$ cat src/rtl/scr_pkg.sv
// Shared constants and types for the sensor configuration register group
package scr_pkg;

  // Register addresses on the internal register port
  localparam logic [7:0] ADDR_CLIENT = 8'h3f;
  localparam logic [7:0] ADDR_FILTER = 8'h40;
  localparam logic [7:0] ADDR_CHTYPE = 8'h42;
  localparam logic [7:0] ADDR_INTPIN = 8'h43;

  // Storage indexes
  localparam int unsigned REG_COUNT = 4;
  localparam logic [1:0] IDX_CLIENT = 2'h0;
  localparam logic [1:0] IDX_FILTER = 2'h1;
  localparam logic [1:0] IDX_CHTYPE = 2'h2;
  localparam logic [1:0] IDX_INTPIN = 2'h3;

  // Reset values
  localparam logic [7:0] RST_CLIENT = 8'h00;
  localparam logic [7:0] RST_FILTER = 8'h30;
  localparam logic [7:0] RST_CHTYPE = 8'h00;
  localparam logic [7:0] RST_INTPIN = 8'h00;

  // Client address substitution
  localparam logic [7:0] CLIENT_UNSET = 8'h00;
  localparam logic [6:0] DEFAULT_CLIENT_ADDR = 7'h60;
  localparam logic [7:0] DEFAULT_CLIENT_READ = 8'h60;

  // Field positions
  localparam int unsigned CLIENT_MSB = 6;
  localparam int unsigned FILTER_MSB = 7;
  localparam int unsigned FILTER_LSB = 4;
  localparam int unsigned CH0_MSB = 6;
  localparam int unsigned CH0_LSB = 5;
  localparam int unsigned CH1_MSB = 3;
  localparam int unsigned CH1_LSB = 2;
  localparam int unsigned INT_MODE_BIT = 2;

  // Field encodings
  localparam logic [3:0] FILTER_800HZ = 4'h2;
  localparam logic [3:0] FILTER_1000HZ = 4'h3;
  localparam logic [1:0] TYPE_PRESSURE = 2'h1;
  localparam logic [1:0] TYPE_TEMPERATURE = 2'h3;

  // Unmapped reads return this
  localparam logic [7:0] READ_UNMAPPED = 8'h00;

  // Signal path restart time; least time, so cycles round up
  localparam int unsigned CLK_PERIOD_NS = 10;
  localparam int unsigned RESTART_TIME_NS = 1000;
  localparam int unsigned RESTART_CYCLES = (RESTART_TIME_NS + CLK_PERIOD_NS - 1) / CLK_PERIOD_NS;
  localparam int unsigned RESTART_CNT_W = 8;
  localparam logic [RESTART_CNT_W-1:0] RESTART_LAST = RESTART_CNT_W'(RESTART_CYCLES - 1);
  localparam logic [RESTART_CNT_W-1:0] RESTART_ZERO = 8'h00;

  typedef logic [REG_COUNT-1:0][7:0] scr_array_t;

  localparam scr_array_t RST_ARRAY = {RST_INTPIN, RST_CHTYPE, RST_FILTER, RST_CLIENT};

  // Array check seed keeps an all-zero array from checking as zero
  localparam logic [7:0] CHECK_SEED = 8'h5a;

  typedef enum logic [1:0] {
    SCR_RUN = 2'b00,
    SCR_RESTART = 2'b01
  } scr_state_t;

  typedef struct packed {
    logic wr;
    logic rd;
    logic [7:0] addr;
    logic [7:0] wdata;
  } scr_req_t;

  typedef struct packed {
    logic [6:0] client_addr;
    logic [3:0] filter_sel;
    logic [1:0] ch0_type;
    logic [1:0] ch1_type;
    logic int_active_low;
  } scr_cfg_t;

endpackage : scr_pkg

$ cat src/rtl/scr_array_check.sv
// Error check over the read/write configuration array
`timescale 1ns/1ns
`default_nettype none
module scr_array_check
  import scr_pkg::*;
(
  input wire logic i_clk_sys,
  input wire logic i_rst_n,
  input wire logic i_capture,
  input wire scr_array_t i_next_array,
  input wire scr_array_t i_array,
  output logic o_mismatch
);

  logic [7:0] stored;
  logic [7:0] next_stored;
  logic next_mismatch;

  function automatic logic [7:0] fold(input scr_array_t a);
    logic [7:0] acc;
    acc = CHECK_SEED;
    for (int i = 0; i < REG_COUNT; i++) begin
      acc = acc ^ a[i];
    end
    return acc;
  endfunction : fold

  // Check byte follows every accepted write; a flipped storage bit then disagrees
  always_comb begin
    next_stored = i_capture ? fold(i_next_array) : stored;
    next_mismatch = (fold(i_array) != stored);
  end

  always_ff @(posedge i_clk_sys or negedge i_rst_n) begin
    if (!i_rst_n) begin
      stored <= CHECK_SEED ^ RST_CLIENT ^ RST_FILTER ^ RST_CHTYPE ^ RST_INTPIN;
      o_mismatch <= 1'b0;
    end else begin
      stored <= next_stored;
      o_mismatch <= next_mismatch;
    end
  end

endmodule : scr_array_check
`default_nettype wire

$ cat src/rtl/scr_config_regs.sv
// Sensor configuration registers: client address, filter, channel types, pin mode
// What this block does
// - Zero address register answers and reads 60h
// - Nonzero: low seven bits address, read unchanged
// - Address register readable in every mode
// - All four registers covered by array check
// - Filter or type change restarts signal path
// - Filter field: 0010 800 Hz, 0011 1000 Hz
// - Reset returns filter to 1000 Hz
// - Undefined filter code flags status error
// - Channel 0 type: 01 pressure, 11 temperature
// - Channel 1 type: 01 pressure, 11 temperature
// - Bit 2 selects interrupt pin polarity
// - Init lock blocks all writes here
`timescale 1ns/1ns
`default_nettype none
module scr_config_regs
  import scr_pkg::*;
(
  input wire logic i_clk_sys,
  input wire logic i_rst_n,
  input wire scr_req_t i_req,
  input wire logic i_init_lock,
  output logic [7:0] o_rdata,
  output logic o_rd_valid,
  output scr_cfg_t o_cfg,
  output logic o_path_restart,
  output logic o_path_busy,
  output logic o_data_valid,
  output logic o_filter_err,
  output logic o_array_err
);

  scr_array_t regs;
  scr_array_t next_regs;
  logic [1:0] idx;
  logic hit;
  logic wr_ok;
  logic path_change;

  scr_state_t state;
  scr_state_t next_state;
  logic [RESTART_CNT_W-1:0] cnt;
  logic [RESTART_CNT_W-1:0] next_cnt;

  logic [7:0] next_rdata;
  logic next_rd_valid;
  scr_cfg_t next_cfg;
  logic next_path_restart;
  logic next_path_busy;
  logic next_data_valid;
  logic next_filter_err;

  // Address decode and write acceptance
  always_comb begin
    idx = IDX_CLIENT;
    hit = 1'b1;
    unique case (i_req.addr)
      ADDR_CLIENT: idx = IDX_CLIENT;
      ADDR_FILTER: idx = IDX_FILTER;
      ADDR_CHTYPE: idx = IDX_CHTYPE;
      ADDR_INTPIN: idx = IDX_INTPIN;
      default: hit = 1'b0;
    endcase
    wr_ok = i_req.wr && hit && !i_init_lock;
    next_regs = regs;
    if (wr_ok) begin
      next_regs[idx] = i_req.wdata;
    end
    // Rewriting the same value leaves the filter running
    path_change = wr_ok && ((idx == IDX_FILTER) || (idx == IDX_CHTYPE))
                  && (i_req.wdata != regs[idx]);
  end

  for (genvar g = 0; g < REG_COUNT; g++) begin : g_reg
    always_ff @(posedge i_clk_sys or negedge i_rst_n) begin
      if (!i_rst_n) begin
        regs[g] <= RST_ARRAY[g];
      end else begin
        regs[g] <= next_regs[g];
      end
    end
  end

  // Signal path restart sequencer; a change during restart starts it over
  always_comb begin
    next_state = state;
    next_cnt = cnt;
    unique case (state)
      SCR_RUN: begin
        if (path_change) begin
          next_state = SCR_RESTART;
          next_cnt = RESTART_LAST;
        end
      end
      SCR_RESTART: begin
        if (path_change) begin
          next_cnt = RESTART_LAST;
        end else if (cnt == RESTART_ZERO) begin
          next_state = SCR_RUN;
        end else begin
          next_cnt = cnt - 1'b1;
        end
      end
      default: begin
        next_state = SCR_RUN;
        next_cnt = RESTART_ZERO;
      end
    endcase
  end

  always_ff @(posedge i_clk_sys or negedge i_rst_n) begin
    if (!i_rst_n) begin
      state <= SCR_RUN;
      cnt <= RESTART_ZERO;
    end else begin
      state <= next_state;
      cnt <= next_cnt;
    end
  end

  // Read path and registered outputs
  always_comb begin
    next_rd_valid = i_req.rd;
    next_rdata = READ_UNMAPPED;
    if (i_req.rd && hit) begin
      if (idx == IDX_CLIENT && regs[IDX_CLIENT] == CLIENT_UNSET) begin
        next_rdata = DEFAULT_CLIENT_READ;
      end else begin
        next_rdata = regs[idx];
      end
    end
    if (next_regs[IDX_CLIENT] == CLIENT_UNSET) begin
      next_cfg.client_addr = DEFAULT_CLIENT_ADDR;
    end else begin
      next_cfg.client_addr = next_regs[IDX_CLIENT][CLIENT_MSB:0];
    end
    next_cfg.filter_sel = next_regs[IDX_FILTER][FILTER_MSB:FILTER_LSB];
    next_cfg.ch0_type = next_regs[IDX_CHTYPE][CH0_MSB:CH0_LSB];
    next_cfg.ch1_type = next_regs[IDX_CHTYPE][CH1_MSB:CH1_LSB];
    next_cfg.int_active_low = next_regs[IDX_INTPIN][INT_MODE_BIT];
    next_filter_err = (next_cfg.filter_sel != FILTER_800HZ)
                      && (next_cfg.filter_sel != FILTER_1000HZ);
    next_path_restart = path_change;
    next_path_busy = (next_state == SCR_RESTART);
    // Data valid drops with busy so the host can hold off sensor reads
    next_data_valid = !next_path_busy;
  end

  always_ff @(posedge i_clk_sys or negedge i_rst_n) begin
    if (!i_rst_n) begin
      o_rdata <= READ_UNMAPPED;
      o_rd_valid <= 1'b0;
      o_cfg <= '{client_addr: DEFAULT_CLIENT_ADDR,
                 filter_sel: RST_FILTER[FILTER_MSB:FILTER_LSB],
                 ch0_type: RST_CHTYPE[CH0_MSB:CH0_LSB],
                 ch1_type: RST_CHTYPE[CH1_MSB:CH1_LSB],
                 int_active_low: RST_INTPIN[INT_MODE_BIT]};
      o_filter_err <= 1'b0;
      o_path_restart <= 1'b0;
      o_path_busy <= 1'b0;
      o_data_valid <= 1'b1;
    end else begin
      o_rdata <= next_rdata;
      o_rd_valid <= next_rd_valid;
      o_cfg <= next_cfg;
      o_filter_err <= next_filter_err;
      o_path_restart <= next_path_restart;
      o_path_busy <= next_path_busy;
      o_data_valid <= next_data_valid;
    end
  end

  scr_array_check u_check (
    .i_clk_sys(i_clk_sys),
    .i_rst_n(i_rst_n),
    .i_capture(wr_ok),
    .i_next_array(next_regs),
    .i_array(regs),
    .o_mismatch(o_array_err)
  );

  // Helper: busy length since the latest restart pulse
  logic [RESTART_CNT_W-1:0] h_run;
  always_ff @(posedge i_clk_sys or negedge i_rst_n) begin
    if (!i_rst_n) begin
      h_run <= RESTART_ZERO;
    end else if (o_path_restart) begin
      h_run <= RESTART_CNT_W'(1);
    end else if (o_path_busy) begin
      h_run <= h_run + 1'b1;
    end
  end

  property p_default_addr;
    @(posedge i_clk_sys) disable iff (!i_rst_n)
      (regs[IDX_CLIENT] == CLIENT_UNSET) |-> (o_cfg.client_addr == DEFAULT_CLIENT_ADDR);
  endproperty
  a_default_addr: assert property (p_default_addr) else $error("default address wrong");

  property p_read_default;
    @(posedge i_clk_sys) disable iff (!i_rst_n)
      (i_req.rd && i_req.addr == ADDR_CLIENT && regs[IDX_CLIENT] == CLIENT_UNSET)
      |=> (o_rd_valid && o_rdata == DEFAULT_CLIENT_READ);
  endproperty
  a_read_default: assert property (p_read_default) else $error("default read wrong");

  property p_read_stored;
    @(posedge i_clk_sys) disable iff (!i_rst_n)
      (i_req.rd && i_req.addr == ADDR_CLIENT && regs[IDX_CLIENT] != CLIENT_UNSET)
      |=> (o_rdata == $past(regs[IDX_CLIENT]));
  endproperty
  a_read_stored: assert property (p_read_stored) else $error("stored read wrong");

  property p_addr_low7;
    @(posedge i_clk_sys) disable iff (!i_rst_n)
      (regs[IDX_CLIENT] != CLIENT_UNSET) |-> (o_cfg.client_addr == regs[IDX_CLIENT][CLIENT_MSB:0]);
  endproperty
  a_addr_low7: assert property (p_addr_low7) else $error("client address not low bits");

  property p_read_locked;
    @(posedge i_clk_sys) disable iff (!i_rst_n)
      (i_req.rd && i_init_lock) |=> o_rd_valid;
  endproperty
  a_read_locked: assert property (p_read_locked) else $error("read refused");

  property p_array_ok;
    @(posedge i_clk_sys) disable iff (!i_rst_n)
      !o_array_err;
  endproperty
  a_array_ok: assert property (p_array_ok) else $error("array check mismatch");

  property p_restart_start;
    @(posedge i_clk_sys) disable iff (!i_rst_n)
      (path_change) |=> (o_path_restart && o_path_busy && !o_data_valid);
  endproperty
  a_restart_start: assert property (p_restart_start) else $error("restart not started");

  property p_restart_len;
    @(posedge i_clk_sys) disable iff (!i_rst_n)
      $fell(o_path_busy) |-> (h_run == RESTART_CNT_W'(RESTART_CYCLES));
  endproperty
  a_restart_len: assert property (p_restart_len) else $error("restart length wrong");

  property p_filter_err;
    @(posedge i_clk_sys) disable iff (!i_rst_n)
      o_filter_err == ((o_cfg.filter_sel != FILTER_800HZ) && (o_cfg.filter_sel != FILTER_1000HZ));
  endproperty
  a_filter_err: assert property (p_filter_err) else $error("filter error flag wrong");

  property p_fields;
    @(posedge i_clk_sys) disable iff (!i_rst_n)
      (o_cfg.ch0_type == regs[IDX_CHTYPE][CH0_MSB:CH0_LSB])
      && (o_cfg.ch1_type == regs[IDX_CHTYPE][CH1_MSB:CH1_LSB])
      && (o_cfg.filter_sel == regs[IDX_FILTER][FILTER_MSB:FILTER_LSB]);
  endproperty
  a_fields: assert property (p_fields) else $error("field outputs wrong");

  property p_int_mode;
    @(posedge i_clk_sys) disable iff (!i_rst_n)
      o_cfg.int_active_low == regs[IDX_INTPIN][INT_MODE_BIT];
  endproperty
  a_int_mode: assert property (p_int_mode) else $error("pin mode wrong");

  property p_locked;
    @(posedge i_clk_sys) disable iff (!i_rst_n)
      (i_init_lock && i_req.wr) |=> (regs == $past(regs));
  endproperty
  a_locked: assert property (p_locked) else $error("write passed lock");

  property p_cov_restart;
    @(posedge i_clk_sys) disable iff (!i_rst_n)
      $fell(o_path_busy);
  endproperty
  c_restart: cover property (p_cov_restart);

  property p_cov_bad_filter;
    @(posedge i_clk_sys) disable iff (!i_rst_n)
      $rose(o_filter_err);
  endproperty
  c_bad_filter: cover property (p_cov_bad_filter);

  property p_cov_addr;
    @(posedge i_clk_sys) disable iff (!i_rst_n)
      o_rd_valid && o_rdata != DEFAULT_CLIENT_READ && $past(i_req.addr) == ADDR_CLIENT;
  endproperty
  c_addr: cover property (p_cov_addr);

  property p_valid_inv;
    @(posedge i_clk_sys) disable iff (!i_rst_n)
      o_data_valid == !o_path_busy;
  endproperty
  a_valid_inv: assert property (p_valid_inv) else $error("data valid not inverse of busy");

  // Same-value rewrites must leave the running filter alone
  property p_no_change;
    @(posedge i_clk_sys) disable iff (!i_rst_n)
      !path_change |=> !o_path_restart;
  endproperty
  a_no_change: assert property (p_no_change) else $error("restart without change");

  property p_cov_locked;
    @(posedge i_clk_sys) disable iff (!i_rst_n)
      i_init_lock && i_req.wr;
  endproperty
  c_locked: cover property (p_cov_locked);

endmodule : scr_config_regs
`default_nettype wire

$ cat config.mk
export PLATFORM = sky130hd
export DESIGN_NAME = scr_config_regs
export DESIGN_NICKNAME = d
export VERILOG_FILES = /design/src/rtl/scr_pkg.sv /design/src/rtl/scr_array_check.sv /design/src/rtl/scr_config_regs.sv
export SDC_FILE = /design/constraint.sdc
export NUM_CORES = 1
export LEC_CHECK = 0
export BUFFER_PORTS_ARGS = -buffer_cell sky130_fd_sc_hd__buf_2
export CORE_UTILIZATION = 53
export DETAILED_ROUTE_END_ITERATION = 12
export HOLD_SLACK_MARGIN = 0.08
export PLACE_DENSITY = 0.77
export SLEW_MARGIN = 5
export SYNTH_ARGS = -nofsm -noshare
export SYNTH_HDL_FRONTEND = slang
export SYNTH_HIERARCHICAL = 1
export SYNTH_SLANG_ARGS = --single-unit
$ cat constraint.sdc
create_clock -name i_clk_sys -period 2.1 [get_ports i_clk_sys]
set_input_delay 0.42 -clock i_clk_sys [delete_from_list [all_inputs] [get_ports i_clk_sys]]
set_output_delay 0.42 -clock i_clk_sys [all_outputs]
set_load 0.02 [all_outputs]
* After elaboration in Yosys (flattened, before gate mapping)
Cells that the tools add are included.
** Word-level totals
- Memory bits (read-only) :: 0
- Memory bits (writable) :: 0
- Memories kept :: 0
- Bits of input ports :: 21
- Logic and storage cells :: 81
- Latch bits :: 0
- Output and inout bits :: 30
- Bits in registers :: 80
** Operators by class
- Order comparisons :: 2
- Reductions and logical operators :: 18
- Shift operators :: 0
- Mux-type cells :: 19
- Equal/unequal tests :: 14
- Multipliers :: 0
- Bitwise logic cells :: 8
- Add/sub/neg operators :: 1
- Divide/modulo/power cells :: 0
** Operators by type and width (number)
- $mux 8 :: 7
- $xor 8x8->8 :: 6
- $bwmux 32 :: 1
- $mux 32 :: 1
- $eq 8x7->1 const B :: 3
- $logic_not 8->1 :: 3
- $bmux 8 s2 :: 1
- $demux 8 s2 :: 1
- $ne 8x8->1 :: 2
- $pmux 8 s2 :: 1
- $eq 8x6->1 const B :: 1
- $logic_and 1x1->1 :: 8
- $ne 4x2->1 const B :: 2
- $not 4->4 :: 2
- $sub 8x1->8 const B :: 1
- $mux 7 :: 1
- $eq 2x1->1 const B :: 3
- $mux 2 :: 3
- $pmux 2 s3 :: 1
- $logic_not 2->1 :: 2
- $pmux 2 s2 :: 1
- $reduce_or 4->1 :: 1
- $lt 2x3->1 const B :: 1
- $ne 3x3->1 const B :: 1
- other kinds (7) :: 8

* Logic depth before layout (Yosys ltp)
Gate-level depths: netlist (run 1).
- Depth in word-level cells :: 12
- Mapped depth :: 13
- Mapped depth without buffers :: 11

* By module
The synthesis (run 1) kept the hierarchy.
** Modules (own cells, without submodules)
- scr_config_regs :: sequential area each 1557.7 um^2, cells each 277, area each 3176.8 um^2, times used 1
- scr_array_check :: sequential area each 230.2 um^2, cells each 75, area each 870.8 um^2, times used 1

* Worst setup path after synthesis (run 1)
OpenSTA, ideal clock, no wires.
- Kind :: in2reg
- Start :: input i_req[13] (netlist bit)
- End :: register u_check.stored[4]
- Setup slack :: -1.030 ns
- Data arrival time :: 3.005 ns
- Path buffers :: 2
- Stages :: 12
- Library setup time :: 0.125 ns
- Required time :: 1.975 ns
- Path through :: or4_1 > buf_2 > nor2_1 > inv_1 > ha_1 > inv_1 > a2111o_1 > buf_1 > mux2_2 > xnor2_1 > xnor2_1 > mux2_2
** RTL lines
- start, declared :: RTL line scr_config_regs.sv:22 : input wire scr_req_t i_req,
- end signal, assigned :: RTL line scr_array_check.sv:36 : stored <= CHECK_SEED ^ RST_CLIENT ^ RST_FILTER ^ RST_CHTYPE ^ RST_INTPIN;
- end signal, assigned :: RTL line scr_array_check.sv:39 : stored <= next_stored;
- end, declared :: RTL line scr_array_check.sv:15 : logic [7:0] stored;

* Worst setup path in the final report (run 1)
- Start :: input i_req[12] (netlist bit)
- End :: register state[0]
** Between the ends
- Word-level cells in the longest chain between the ends :: 9
- Elaborated cells on any way between the ends :: 20
- Those cells by class :: 7 x eq/ne; 7 x mux; 6 x reduce/logical
** RTL lines
- branches (longest 6 deep; another with $eq 8x7->1)
- $logic_and 1x1->1 (*) :: RTL line scr_config_regs.sv:72 : && (i_req.wdata != regs[idx]);
- via next_path_restart :: RTL line scr_config_regs.sv:49 : logic next_path_restart;
- $mux 2, on equally long branches :: RTL line scr_config_regs.sv:97, scr_config_regs.sv:91
- $pmux 2 s2 (*) :: RTL line scr_config_regs.sv:89 : unique case (state)
- via next_state[0] :: RTL line scr_config_regs.sv:42 : scr_state_t next_state;
- end signal, assigned :: RTL line scr_config_regs.sv:117 : state <= next_state;
- end, declared :: RTL line scr_config_regs.sv:41 : scr_state_t state;
Mark *: on every way through the listed nets, which the timed path passes. The select of a mux whose other input is x is not followed.
A chain may end at the register's enable or synchronous reset.

==> results of run 1 <==
[routing by layer]
layer	vias up	wire, microns	GRT usage, %
li1	1550	-	-
met1	1791	5090	39.2
met2	275	6320	51.3
met3	110	1210	7.02
met4	0	1020	17.5
met5	-	0	0
[area by class of cell]
cell class	instances	area (sq um)	share of cell area (%)
clock buffer	9	124	2.11
clock inverter	7	104	1.77
inverter	12	47.5	0.811
multi-input combinational	251	2550	43.5
sequential	71	1790	30.5
tap	99	124	2.11
timing repair buffer	149	1130	19.2
[cell families after synthesis]
logic type,share of synthesized area (%)
adders and majority gates,1.85
buffers and inverters,3.68
xor gates and xnor gates,14.7
AOI/OAI and AO/OA,8.19
DFF,44.2
other,0.0926
and+or+nand+nor,13.5
muxes,13.9
[metrics by stage]
| step | hold slack, ns | instances | TNS [ns] | area, sq um |
|---|---|---|---|---|
| after global routing | 0.218 | 598 | -10.77 | 5870 |
| after floorplan | 0.124 | 352 | -15.16 | 4100 |
| after detailed placement | 0.475 | 563 | -28.81 | 4980 |
| final | 0.226 | 598 | -9.86 | 5870 |
| after CTS | 0.0891 | 591 | -6.65 | 5550 |
| after global placement | 0.471 | 563 | -26.43 | 4980 |
[synthesized netlist by cell type (2+ instances only)]
cell / n
nand3_1: 3
nor4_1: 8
a32o_1: 5
or4_1: 12
inv_1: 11
a21oi_1: 20
nand2b_1: 5
o21ba_2: 2
buf_1: 2
xor2_1: 4
buf_2: 2
nor3_1: 15
o31ai_1: 8
dfstp_2: 9
nor2b_1: 2
xnor3_1: 5
mux2_2: 49
nand4_1: 7
xnor2_1: 45
or2_2: 3
nor2_1: 18
or3_1: 3
dfrtp_1: 62
o32ai_1: 3
nand2_1: 8
buf_4: 9
clkbuf_1: 5
ha_1: 6
[sequential cells by signal (all words and copies together) (netlist names)]
register,count
o_cfg,13
o_data_valid,1
u_check/o_mismatch,1
o_rdata,8
o_rd_valid,1
o_filter_err,1
cnt,8
regs,26
state,2
o_path_busy,1
u_check/stored,8
o_path_restart,1
[worst reg2reg max path, cell delays in order, from the launching register on]
cell and delay, ns:
dfrtp_1 0.37, mux2_2 0.17, nor3_1 0.05, buf_4 0.16
o31ai_1 0.44, nand4_1 0.25, o41ai_4 0.45, inv_2 0.15
o21ba_2 0.24
[repair_timing]
action                                 4_1_cts  5_1_grt
pin swaps                                   16       20
endpoints found under the hold margin        0        2
gates resized for setup                     49       56
setup endpoints to repair                   34       33
hold buffers                                 0        1
cloned                                       0        0
buffers inserted                            13        8
[power by group through the flow]
stage               registers, mW  clock network [mW]  logic (mW)
CTS                          1.51                1.29       0.651
detailed placement           1.53                   0       0.599
global route                 1.52                1.34       0.788
global placement             1.53                   0       0.581
floorplan                    1.56                   0       0.313
finish                       1.51                1.28       0.752
[final timing paths]
check / slack, ns / end
worst max-delay path: -0.57 / state[0]
worst min-delay path: 0.23 / o_rd_valid
worst max register to register: -0.28 / state[0]
worst min register to register: 0.53 / u_check/stored[5]
max in group asynchronous: 1.13 / u_check/stored[3]
min in group asynchronous: 0.60 / cnt[3]
==> impl_metrics.env, run 1 <==
export IMPL_run_status="finished with violations"
export IMPL_violations="negative setup slack"
export IMPL_crit_path_start_kind="input pin"
export IMPL_dieWidth_microns=89.4
export IMPL_port_buffers=50
export IMPL_max_stage_delay_ns=0.48
export IMPL_hold_depth=1
export IMPL_post_route_min_period_ns=2.67
export IMPL_io_pins=51
export IMPL_crit_required_ns=2.35
export IMPL_core_area_sq_um=7330
export IMPL_cts_tree="done"
export IMPL_synth_fp_nets=379
export IMPL_pwr_share_seq_pct=42.8
export IMPL_p_per_area_nw_per_um2=604
export IMPL_syn_area_sq_um=4050
export IMPL_cp_cell_sequence="buf_8, nor4_4, buf_6, buf_4, a21oi_1, o31ai_1, nand4_1, o41ai_4, inv_2, o21ba_2"
export IMPL_netlist_instances=352
export IMPL_antenna_found_initial=0
export IMPL_synth_seq_area_share_pct=44.2
export IMPL_antennaDiodeCount=0
export IMPL_final_setup_worst_slack_ns=-0.572
export IMPL_cts_sinks=71
export IMPL_ys_ff_latch=71
export IMPL_min_delay_start="i_req[16]"
export IMPL_crit_cells=10
export IMPL_h_tree_depth=3
export IMPL_cap_violations=0
export IMPL_fmax_ghz=0.374
export IMPL_globalRouteOverflowTotal=0
export IMPL_grt_pass1_wl_microns=18200
export IMPL_die_area_sq_um=7990
export IMPL_arrival_ns=2.93
export IMPL_cts_root_buf="clkbuf_8"
export IMPL_ys_flop_type="dfrtp_1"
export IMPL_netlist_top_cell_by_area="dfrtp_1"
export IMPL_die_y_microns=89.4
export IMPL_cts_reportedPaths_clkPinSlew_ns=0.08
export IMPL_globalplace_congestion=0.870
export IMPL_slowest_stage="o31ai_1"
export IMPL_cp_startpoint="i_req[12]"
export IMPL_drcViolationCount=0
export IMPL_ant_nets=0
export IMPL_layout_common_cells="82 x buf_4, 62 x dfrtp_1, 44 x buf_2"
export IMPL_finClkSkew_ns=0.0140
export IMPL_clkPwrFrac_pct=36.0
export IMPL_grt_max_degree=72
export IMPL_synth_edf_count=0
export IMPL_r2r_cells=8
export IMPL_setup_viol=25
export IMPL_drtIter0Drc=406
export IMPL_sw_frac_of_total_pct=29.6
export IMPL_netlist_top_cells_area="dfrtp_1 38%, mux2_2 14%, xnor2_1 9.7%, dfstp_2 5.8%, xnor3_1 2.8%"
export IMPL_routed_via_count=3726
export IMPL_initial_core_util_pct=55.2
export IMPL_power_mw=3.54
export IMPL_grt_pass1_vias=3580
export IMPL_period_share_pct=127
export IMPL_r2r_start="regs[22]"
export IMPL_dr_pass1_iters=5
export IMPL_comb_power_share_pct=21.2
export IMPL_layout_commonest_cell="buf_4"
export IMPL_synth_top_area_share_pct=38.3
export IMPL_critical_path_class="input pin to flip-flop"
export IMPL_syn_avg_cell_area_sq_um=11.5
export IMPL_maxSlewViolCount=0
export IMPL_power_internal_mw=2.49
export IMPL_power_switching_mw=1.05
export IMPL_crit_buf_inv=4
export IMPL_cts_max_path_buffers=2
export IMPL_nNetsFinal=521
export IMPL_rsz0062_at_grt="true"
export IMPL_leakagePower_nw=2.69
export IMPL_routed_wl_microns=13600
export IMPL_wire_per_inst_microns=22.8
export IMPL_area_delta_synth_final_pct=44.9
export IMPL_grtUsageTotal_pct=31.6
export IMPL_synthArstFlopShare_pct=100
export IMPL_cts_made_buffers=9
export IMPL_utilization_pct=80.0
export IMPL_fillCellCount=405
export IMPL_vias_per_cell=6.23
export IMPL_clkLatencyLatePin_ns=0.37
export IMPL_hold_viol_final=0
export IMPL_yosys_cell_types_count=49
export IMPL_cp_max_fo=8
export IMPL_fp_row_count=31
export IMPL_dp_hpwl_microns=7620
export IMPL_irDropWorstVdd_v=0.000389
export IMPL_endpoint_kind="flip-flop"
export IMPL_pre_cts_slack_ns=-0.929
export IMPL_min_path_type="input pin to flip-flop"
export IMPL_crit_family="compound AO/OA/AOI/OAI gates"
export IMPL_yosysWarnings=6
export IMPL_drive_gt1_share_pct=57.3
(Power assumes the default switching activity.)
==> run 2: changes to the inputs <==
--- a/config.mk
+++ b/config.mk
@@ -6,6 +6,7 @@
 export NUM_CORES = 1
 export LEC_CHECK = 0
 export BUFFER_PORTS_ARGS = -buffer_cell sky130_fd_sc_hd__buf_2
+export CORE_ASPECT_RATIO = 0.7
 export CORE_UTILIZATION = 53
 export DETAILED_ROUTE_END_ITERATION = 12
 export HOLD_SLACK_MARGIN = 0.08
==> constraint.sdc (replaced) <==
create_clock -name i_clk_sys -period 2.35 [get_ports i_clk_sys]
set_input_delay 0.47 -clock i_clk_sys [delete_from_list [all_inputs] [get_ports i_clk_sys]]
set_output_delay 0.47 -clock i_clk_sys [all_outputs]
set_load 0.02 [all_outputs]
==> run 2 against run 1 <==
The run still ends with negative setup slack left; sequential cell count is the same; non-clock buffer count shrank 27; worst hold slack lost 0.12 ns.
==> impl_metrics.env, run 2 (synthesized netlist as in run 1, its figures left out) <==
export IMPL_run_status="finished with violations"
export IMPL_violations="negative setup slack"
export IMPL_critPathCapture="o_path_busy"
export IMPL_arrival_ns=2.79
export IMPL_cts_tree="done"
export IMPL_core_area_sq_um=7350
export IMPL_cp_max_fo=8
export IMPL_rsz0062_at_grt="true"
export IMPL_nNetsFinal=494
export IMPL_routed_via_count=3443
export IMPL_grt_max_degree=48
export IMPL_crit_cells=9
export IMPL_path_common_cell="buf_8"
export IMPL_grt_pass1_wl_microns=17200
export IMPL_final_setup_worst_slack_ns=-0.186
export IMPL_routed_wl_microns=11800
export IMPL_critical_path_class="input pin to flip-flop"
export IMPL_antennaDiodeCount=0
export IMPL_comb_power_share_pct=19.9
export IMPL_dp_hpwl_microns=7630
export IMPL_dr_pass1_iters=5
export IMPL_clkPwrFrac_pct=34.2
export IMPL_p_per_area_nw_per_um2=528
export IMPL_fp_row_count=26
export IMPL_top_register="regs"
export IMPL_slowest_stage="or4_4"
export IMPL_area_delta_synth_final_pct=38.3
export IMPL_cts_made_buffers=9
export IMPL_crit_path_start_kind="input pin"
export IMPL_crit_required_ns=2.60
export IMPL_finClkSkew_ns=0.0103
export IMPL_r2r_start="o_cfg[5]"
export IMPL_cts_max_path_buffers=2
export IMPL_setup_viol=23
export IMPL_globalplace_congestion=0.906
export IMPL_drive_gt1_share_pct=53.6
export IMPL_cts_reportedPaths_clkPinSlew_ns=0.08
export IMPL_min_path_type="input pin to asynchronous set/reset pin"
export IMPL_globalRouteOverflowTotal=0
export IMPL_endpoint_kind="flip-flop"
export IMPL_power_switching_uw=867
export IMPL_antenna_found_initial=0
export IMPL_initial_core_util_pct=55.1
export IMPL_wire_per_inst_microns=20.7
export IMPL_io_pins=51
export IMPL_r2r_cells=7
export IMPL_grtUsageTotal_pct=29.4
export IMPL_h_tree_depth=3
export IMPL_hold_viol_final=0
export IMPL_postLayoutCellArea_sq_um=5600
export IMPL_port_buffers=50
export IMPL_drcViolationCount=0
export IMPL_pwr_share_seq_pct=45.9
export IMPL_grt_pass1_vias=3305
export IMPL_layout_commonest_cell="dfrtp_1"
export IMPL_cp_startpoint="i_req[13]"
export IMPL_relSlewSlack_pct=59.7
export IMPL_clkLatencyLatePin_ns=0.36
export IMPL_irDropWorstVdd_v=0.000357
export IMPL_die_y_microns=75.1
export IMPL_pre_cts_slack_ns=-0.662
export IMPL_layout_common_cells="62 x dfrtp_1, 59 x buf_4, 43 x buf_2"
export IMPL_power_internal_mw=2.09
export IMPL_maxSlewViolCount=0
export IMPL_fmax_ghz=0.394
export IMPL_tns_ns=-2.36
export IMPL_worst_pin_slew_ns=0.605
export IMPL_cts_sinks=71
export IMPL_placed_area_sq_um=4800
export IMPL_finalNonFillerCells=570
export IMPL_cp_cell_sequence="buf_8, or4_4, buf_8, nor3_4, or4_1, nand4_1, o41ai_4, bufinv_8, o21ba_2"
export IMPL_place_inst=538
export IMPL_max_stage_delay_ns=0.57
export IMPL_crit_buf_inv=3
export IMPL_r2r_slack_ns=-0.11
export IMPL_fillCellCount=450
export IMPL_dieWidth_microns=106
export IMPL_sw_frac_of_total_pct=29.3
export IMPL_period_share_pct=108
export IMPL_leakagePower_nw=2.59
export IMPL_vias_per_cell=6.04
export IMPL_crit_family="simple AND/OR/NAND/NOR gates"
export IMPL_ant_nets=0
export IMPL_die_area_sq_um=8000
export IMPL_largestRegisters="regs x26, o_cfg x13"
export IMPL_largest_register_ffs=26
export IMPL_drtIter0Drc=275
export IMPL_r2r_end="o_path_busy"
export IMPL_postCtsHoldBufs=0
export IMPL_cts_root_buf="clkbuf_8"
export IMPL_cap_violations=0
export IMPL_post_route_min_period_ns=2.54
==> run 2: cell types whose count changed in the layout (fill, tap and decap cells not counted), moves of 3 or more <==
| cell | delta |
|---|---|
| buf_4 | -23 |
| mux2_4 | +6 |
| nor4_2 | -3 |
| mux2_2 | -6 |
| nor4_1 | +6 |
| xnor2_1 | +3 |
| buf_6 | -3 |
| nor3_1 | -5 |
| nor3_4 | +4 |
| nor4_4 | -3 |
==> run 2: power groups by stage <==
stage	Clock [mW]	Sequential (mW)	Combinational (mW)
floorplan	0	1.39	0.280
global placement	0	1.37	0.501
detailed placement	0	1.37	0.511
CTS	1.02	1.35	0.550
global route	1.08	1.36	0.625
finish	1.01	1.36	0.589
==> run 2: what timing repair did <==
item | in CTS | in global routing
gates cloned | 1 | 0
pin swaps | 12 | 22
buffers inserted | 8 | 8
gates resized for setup | 50 | 52
setup endpoints to repair | 23 | 23
==> run 2: metrics by stage <==
stage,total power [mW],util (%),hold WS (ns)
after floorplan,1.67,-,0.174
after global placement,1.87,65.3,0.498
after detailed placement,1.89,65.3,0.501
after CTS,2.92,72.5,0.117
after global routing,3.07,76.2,0.148
final,2.96,76.2,0.109
==> run 2: per-layer routing <==
| metal | vias up | track usage (%) | share of wire (%) |
|---|---|---|---|
| met5 | - | 0 | 0 |
| met4 | 0 | 14.2 | 4.0 |
| met3 | 50 | 7.27 | 8.6 |
| met2 | 207 | 45.7 | 46 |
| met1 | 1693 | 39.4 | 42 |
| li1 | 1493 | - | - |
==> run 2: area by class of cell <==
class | count | area [sq um] | area share (%)
clock buffer | 9 | 124 | 2.21
clock inverter | 7 | 77.6 | 1.39
inverter | 12 | 61.3 | 1.09
multi-input combinational | 251 | 2490 | 44.5
sequential | 71 | 1790 | 31.9
tap | 98 | 123 | 2.19
timing repair buffer | 122 | 933 | 16.7
==> run 2: worst min path at each step <==
stage	from	end	slack [ns]	cells after the start
3_5_place_dp	i_rst_n	o_cfg[11]	0.50	1
6_report	i_rst_n	o_cfg[9]	0.11	1
3_3_place_gp	i_rst_n	o_cfg[11]	0.50	1
2_1_floorplan	i_rst_n	cnt[0]	0.17	0
4_1_cts	i_rst_n	o_cfg[11]	0.12	1
5_1_grt	i_rst_n	o_cfg[9]	0.15	1
